$ cat config.mk
export PLATFORM = sky130hd
export DESIGN_NAME = serial_irq_regs
export DESIGN_NICKNAME = d
export VERILOG_FILES = /design/src/serial_irq_pkg.sv /design/src/serial_irq_gate.sv /design/src/serial_irq_regs.sv
export SDC_FILE = /design/constraint.sdc
export NUM_CORES = 1
export LEC_CHECK = 0
export BUFFER_PORTS_ARGS = -buffer_cell sky130_fd_sc_hd__buf_2
export CAP_MARGIN = 20
export CORE_MARGIN = 3
export CORE_UTILIZATION = 38
export CTS_CLUSTER_SIZE = 8
export DETAILED_ROUTE_END_ITERATION = 10
export PLACE_DENSITY = 0.73
export SETUP_SLACK_MARGIN = 0.1
export SKIP_CTS_REPAIR_TIMING = 1
export SLEW_MARGIN = 20
export SYNTH_ARGS = -nofsm -noshare
export SYNTH_HDL_FRONTEND = slang
export SYNTH_HIERARCHICAL = 1
export SYNTH_SLANG_ARGS = --single-unit
$ cat constraint.sdc
create_clock -name sys_clk -period 1.6 [get_ports sys_clk]
set_input_delay 0.08 -clock sys_clk [delete_from_list [all_inputs] [get_ports sys_clk]]
set_output_delay 0.08 -clock sys_clk [all_outputs]
set_load 0.01 [all_outputs]
$ cat src/serial_irq_pkg.sv
// Package: register map, field positions and reset values of the serial interrupt block.
// Assumes a 32-bit Avalon-MM slave with byte addresses.
package serial_irq_pkg;
	localparam logic [7:0]  IRQ_ENABLE_OFS     = 8'h38;
	localparam logic [7:0]  IRQ_RAW_OFS        = 8'h3c;
	localparam logic [7:0]  IRQ_MASKED_OFS     = 8'h40;
	localparam int          RECEIVE_BIT        = 4;
	localparam int          TRANSMIT_BIT       = 5;
	localparam int          RX_TIMEOUT_BIT     = 6;
	localparam int          FRAMING_BIT        = 7;
	localparam int          PARITY_BIT         = 8;
	localparam int          BREAK_BIT          = 9;
	localparam int          OVERRUN_BIT        = 10;
	localparam int          SRC_LO             = 4;
	localparam int          SRC_HI             = 10;
	localparam int          SRC_N              = 7;
	localparam logic [6:0]  ENABLE_RESET       = 7'h00;
	localparam logic [3:0]  RAW_RESERVED_VALUE = 4'hf;
	localparam logic [3:0]  ENA_RESERVED_VALUE = 4'h0;
	localparam logic [31:0] UNMAPPED_READ      = 32'h00000000;
	typedef enum logic [1:0] {
		BUS_IDLE = 2'b00,
		BUS_ANSWER = 2'b01
	} bus_state_t;
endpackage : serial_irq_pkg

$ cat src/serial_irq_gate.sv
// Gate: masks raw pending sources by their enables, registered.
// Assumes sources and enables are on sys_clk already.
`timescale 1ns/1ps
module serial_irq_gate (
	input  wire logic                                sys_clk,
	input  wire logic                                rst,
	input  wire logic [serial_irq_pkg::SRC_N-1:0]    raw,
	input  wire logic [serial_irq_pkg::SRC_N-1:0]    enable,
	output logic      [serial_irq_pkg::SRC_N-1:0]    masked
);
	import serial_irq_pkg::*;
	typedef struct packed {
		logic [SRC_N-1:0] masked;
	} gate_state_t;
	gate_state_t state_reg;
	gate_state_t state_next;
	always_comb begin
		state_next = state_reg;
		state_next.masked = raw & enable;
	end
	always_ff @(posedge sys_clk or posedge rst) begin
		if (rst) begin
			state_reg <= '0;
		end else begin
			state_reg <= state_next;
		end
	end
	assign masked = state_reg.masked;
endmodule : serial_irq_gate

$ cat src/serial_irq_regs.sv
// Top: serial port interrupt enable, raw and masked pending registers on Avalon-MM.
// Assumes event sources are levels on sys_clk; the interrupt controller takes irq_out.
//
// Chosen here: the Avalon-MM interface to the registers.
`timescale 1ns/1ps
// Behaviour
// - The enable register sits at byte offset 0x038 and its enable fields read and write.
// - Transmit enable bit 5 forwards the transmit event when 1 and resets to 0.
// - Receive enable bit 4 forwards the receive event when 1 and resets to 0.
// - Reading an enable field returns the enable in force for that source.
// - Enable bits 3:0 are reserved, ignore writes, and software must preserve them.
// - The raw pending register at 0x03C returns every source's unmasked state.
// - Writes to the raw pending register change nothing.
// - The read-only masked register at 0x040 shows raw pending gated by enable.
// - Raw pending bit 5 is the read-only transmit pending state, reset 0.
module serial_irq_regs (
	input  wire logic                             sys_clk,
	input  wire logic                             rst,
	input  wire logic [7:0]                       avs_address,
	input  wire logic                             avs_read,
	input  wire logic                             avs_write,
	input  wire logic [31:0]                      avs_writedata,
	input  wire logic [3:0]                       avs_byteenable,
	output logic      [31:0]                      avs_readdata,
	output logic                                  avs_waitrequest,
	input  wire logic [serial_irq_pkg::SRC_N-1:0] src_pending,
	output logic      [serial_irq_pkg::SRC_N-1:0] irq_out
);
	import serial_irq_pkg::*;
	typedef struct packed {
		bus_state_t       bus;
		logic             waiting;
		logic [SRC_N-1:0] enable;
		logic [SRC_N-1:0] raw;
		logic [31:0]      rdata;
	} regs_state_t;
	regs_state_t      state_reg;
	regs_state_t      state_next;
	logic [SRC_N-1:0] masked;

	function automatic logic [31:0] place(input logic [SRC_N-1:0] v, input logic [3:0] low);
		place = {21'h000000, v, low};
	endfunction : place

	serial_irq_gate i_serial_irq_gate (
		.sys_clk (sys_clk),
		.rst     (rst),
		.raw     (state_reg.raw),
		.enable  (state_reg.enable),
		.masked  (masked)
	);

	always_comb begin
		state_next = state_reg;
		// Sources sampled once so raw and masked reads stay coherent
		state_next.raw = src_pending;
		case (state_reg.bus)
			BUS_IDLE: begin
				if (avs_write) begin
					state_next.bus = BUS_ANSWER;
					// Only byte 0 and byte 1 carry enable bits; raw and masked ignore writes
					if (avs_address == IRQ_ENABLE_OFS) begin
						if (avs_byteenable[0]) begin
							state_next.enable[3:0] = avs_writedata[7:4];
						end
						if (avs_byteenable[1]) begin
							state_next.enable[6:4] = avs_writedata[10:8];
						end
					end
				end else if (avs_read) begin
					state_next.bus = BUS_ANSWER;
					case (avs_address)
						IRQ_ENABLE_OFS: state_next.rdata = place(state_reg.enable,
							ENA_RESERVED_VALUE);
						IRQ_RAW_OFS:    state_next.rdata = place(state_reg.raw,
							RAW_RESERVED_VALUE);
						IRQ_MASKED_OFS: state_next.rdata = place(masked, 4'h0);
						default:        state_next.rdata = UNMAPPED_READ;
					endcase
				end
			end
			BUS_ANSWER: begin
				state_next.bus = BUS_IDLE;
			end
			default: begin
				state_next.bus = BUS_IDLE;
			end
		endcase
		// Waitrequest registered with the state; low only in the answer cycle
		state_next.waiting = (state_next.bus != BUS_ANSWER);
	end

	always_ff @(posedge sys_clk or posedge rst) begin
		if (rst) begin
			state_reg <= '{bus: BUS_IDLE, waiting: 1'b1, enable: ENABLE_RESET,
				raw: '0, rdata: '0};
		end else begin
			state_reg <= state_next;
		end
	end

	assign avs_waitrequest = state_reg.waiting;
	assign avs_readdata    = state_reg.rdata;
	assign irq_out         = masked;
endmodule : serial_irq_regs

==> results.json <==
{
  "outcome": "finished, final reports clean",
  "fin_area_um2": 1870,
  "crit_slowest_cell": "sky130_fd_sc_hd__or4b_4",
  "routed_antenna_nets": 0,
  "cellPowerDensity_nw_per_um2": 854,
  "timing.final.hold_violations": 0,
  "netlist_instances": 128,
  "endpoint_kind": "flip-flop",
  "critical_path_buf_inv_count": 1,
  "synth_enable_flop_cells": 0,
  "die-area_um2": 4690,
  "yosys.cell_types.count": 23,
  "antenna_found_initial": 0,
  "synth_seq_area_share_pct": 54.0,
  "clock.fmax_ghz": 0.626,
  "worstPathCellList": "or4b_4 > nand4bb_1 > buf_6 > o221ai_1",
  "maximum_net_fanout_on_the_critical_path": 7,
  "grt_pass1_vias": 955,
  "synth.largest_area_cell": "sky130_fd_sc_hd__dfrtp_1",
  "grt_max_degree": 15,
  "cts_num_sinks": 32,
  "cpPeakStageDelay_ns": 0.53,
  "post-route-period-util_pct": 99.8,
  "final_weighted_congestion_of_routability_driven_global_placement": 0.758,
  "antenna-diode-count": 0,
  "cts-buffers-inserted": 5,
  "timing_worst_setup_path_type": "reg -> reg",
  "final-max-slew-violation-count": 0,
  "finalCriticalPeriod_ns": 1.60,
  "portBuffers": 46,
  "synthesis.yosys.warnings": 6,
  "fillers": 357,
  "h-tree-depth": 2,
  "detailedRoute.firstIterationViolations": 16,
  "core_um2": 3720,
  "drt-wirelength-per-cell_um": 12.5,
  "final-setup-viol-count": 0,
  "dr_wl_met2_um": 1480,
  "dominantRegCellSynth": "sky130_fd_sc_hd__dfrtp_1",
  "worst_clock_skew_ns": 0.00172,
  "wirelength_um": 2890,
  "clkLatencyLatePin_ns": 0.28,
  "fin_tns_setup_ns": 0,
  "startpoint_type": "flip-flop",
  "first_pass_grt_wire_length_um": 4350,
  "drt_drc_violations_left": 0,
  "cts.path.max_buffers": 2,
  "biggest_area_contributors_in_the_synthesized_netlist": "sky130_fd_sc_hd__dfrtp_1 (52%), sky130_fd_sc_hd__buf_4 (16%), sky130_fd_sc_hd__mux2i_1 (4.7%)",
  "grt_util_all_layers_pct": 13.1,
  "synth.cell_area_um2": 1490,
  "num_rows": 22,
  "ctsRootBufferMaster": "sky130_fd_sc_hd__clkbuf_8",
  "met1_length_um": 1120,
  "power.static_leakage_nw": 0.994,
  "ir_worst_vdd_v": 0.000542,
  "final_core_util_pct": 50.2,
  "hpwl_um": 2200,
  "cts.clk_slew.worst_paths_ns": 0.06,
  "drt-pass1-iter-count": 4,
  "maxCapViolCount": 0,
  "syn_to_final_growth_pct": 25.6,
  "final_nets": 237,
  "via_per_inst": 4.27,
  "post-synth-top-count-cell": "sky130_fd_sc_hd__buf_4",
  "crit_required_ns": 1.79,
  "grt-ovfl-total": 0,
  "largest_register_ff_count": 16,
  "ios": 95,
  "dpl_cell_area_um2": 1640,
  "dieWidth_um": 68.5,
  "synth_commonest_cells": "sky130_fd_sc_hd__buf_4 (32), sky130_fd_sc_hd__dfrtp_1 (31), sky130_fd_sc_hd__inv_1 (10)",
  "vias": 986,
  "rsz0062_at_grt": "yes",
  "detailroute.wirelength.met3_um": 230,
  "dieHeight_um": 68.5,
  "synth_top_cell_area_share_pct": 52.2,
  "worst_ep_arrival_time_ns": 1.78,
  "holdCritPathClass": "in -> reg",
  "tritoncts": "yes",
  "highest-signal-layer": "met4",
  "ratio_of_cells_with_drive_above_1_in_the_final_layout_pct": 39.9,
  "initial_core_util_pct": 40.0,
  "ys_seq_elements": 32,
  "path_delay_family": "simple AND/OR/NAND/NOR gates",
  "postSynthAreaPerCell_um2": 11.6,
  "asr_flop_ratio_synth_pct": 100
}
per-layer routing:
metal	track usage, %	vias up
li1	-	486
met1	15.7	446
met2	20.9	49
met3	5.19	5
met4	5.21	0
met5	0	-
area by class of cell:
| cell class | count | area, um^2 | area share, % |
|---|---|---|---|
| Multi-Input combinational cell | 72 | 509 | 27.3 |
| Sequential cell | 32 | 802 | 43.0 |
| Clock buffer | 8 | 90.1 | 4.83 |
| Timing Repair Buffer | 61 | 367 | 19.7 |
| Inverter | 10 | 37.5 | 2.01 |
| Tap cell | 48 | 60.1 | 3.22 |
power by group:
| group | total (mW) | leakage [nW] | internal [mW] | switching (mW) |
|---|---|---|---|---|
| registers | 0.840 | 0.424 | 0.829 | 0.0109 |
| clock network | 0.614 | 0.0455 | 0.350 | 0.264 |
| logic | 0.139 | 0.525 | 0.0617 | 0.0776 |
cell families after synthesis:
kind of cell	synth area share [%]
other cells	0.252
simple gates	11.2
flops	54.0
buf+inv	19.7
mux	10.0
compound gates	4.80
placed cells by master (no fill, tap or decap):
cell,count
sky130_fd_sc_hd__buf_2,46
sky130_fd_sc_hd__clkbuf_1,2
sky130_fd_sc_hd__nand3_1,1
sky130_fd_sc_hd__dfstp_2,1
sky130_fd_sc_hd__mux2_2,4
sky130_fd_sc_hd__nor4b_1,1
sky130_fd_sc_hd__nand4bb_1,1
sky130_fd_sc_hd__nor2b_1,1
sky130_fd_sc_hd__buf_6,1
sky130_fd_sc_hd__o221ai_1,4
sky130_fd_sc_hd__o21ai_1,1
sky130_fd_sc_hd__dlygate4sd3_1,8
sky130_fd_sc_hd__and2_1,7
sky130_fd_sc_hd__nor4b_2,1
sky130_fd_sc_hd__buf_4,6
sky130_fd_sc_hd__nor2_1,1
sky130_fd_sc_hd__o221ai_2,3
sky130_fd_sc_hd__and4b_1,1
sky130_fd_sc_hd__nand4_1,3
sky130_fd_sc_hd__conb_1,22
sky130_fd_sc_hd__nor3_2,1
sky130_fd_sc_hd__clkbuf_8,6
sky130_fd_sc_hd__nand2_1,8
sky130_fd_sc_hd__o21ai_0,1
sky130_fd_sc_hd__mux2_4,3
sky130_fd_sc_hd__mux2i_1,7
sky130_fd_sc_hd__dfrtp_1,31
sky130_fd_sc_hd__inv_1,10
sky130_fd_sc_hd__or4b_4,1
path summary, 6_finish.rpt:
path                                                  start                                     to  slack (ns)  cells past startpoint
max in group asynchronous                               rst                state_reg[34]$_DFF_PP0_        0.67                      4
min in group asynchronous                               rst  i_serial_irq_gate/masked[0]$_DFF_PP0_        0.31                      3
worst max-delay path                state_reg[47]$_DFF_PP0_            avs_readdata[7]$_DFFE_PP0P_       0.004                      4
worst min register to register  avs_readdata[5]$_DFFE_PP0P_            avs_readdata[5]$_DFFE_PP0P_        0.48                      2
worst max register to register      state_reg[47]$_DFF_PP0_            avs_readdata[7]$_DFFE_PP0P_       0.004                      4
worst min-delay path                       avs_writedata[5]              state_reg[40]$_DFFE_PP0P_        0.03                      2
stage by stage:
stage | worst slack (ns) | hold slack (ns) | power (mW) | instances
2_1_floorplan | 0.0237 | -0.117 | 0.957 | 149
3_3_place_gp | 0.0823 | 0.0321 | 0.968 | 213
3_5_place_dp | 0.0703 | 0.0387 | 0.971 | 213
4_1_cts | 0.0334 | -0.270 | 1.60 | 221
5_1_grt | -0.0444 | 0.0255 | 1.67 | 231
6_report | 0.00382 | 0.0313 | 1.59 | 231
Note: power is estimated with default switching activity, not from simulation.
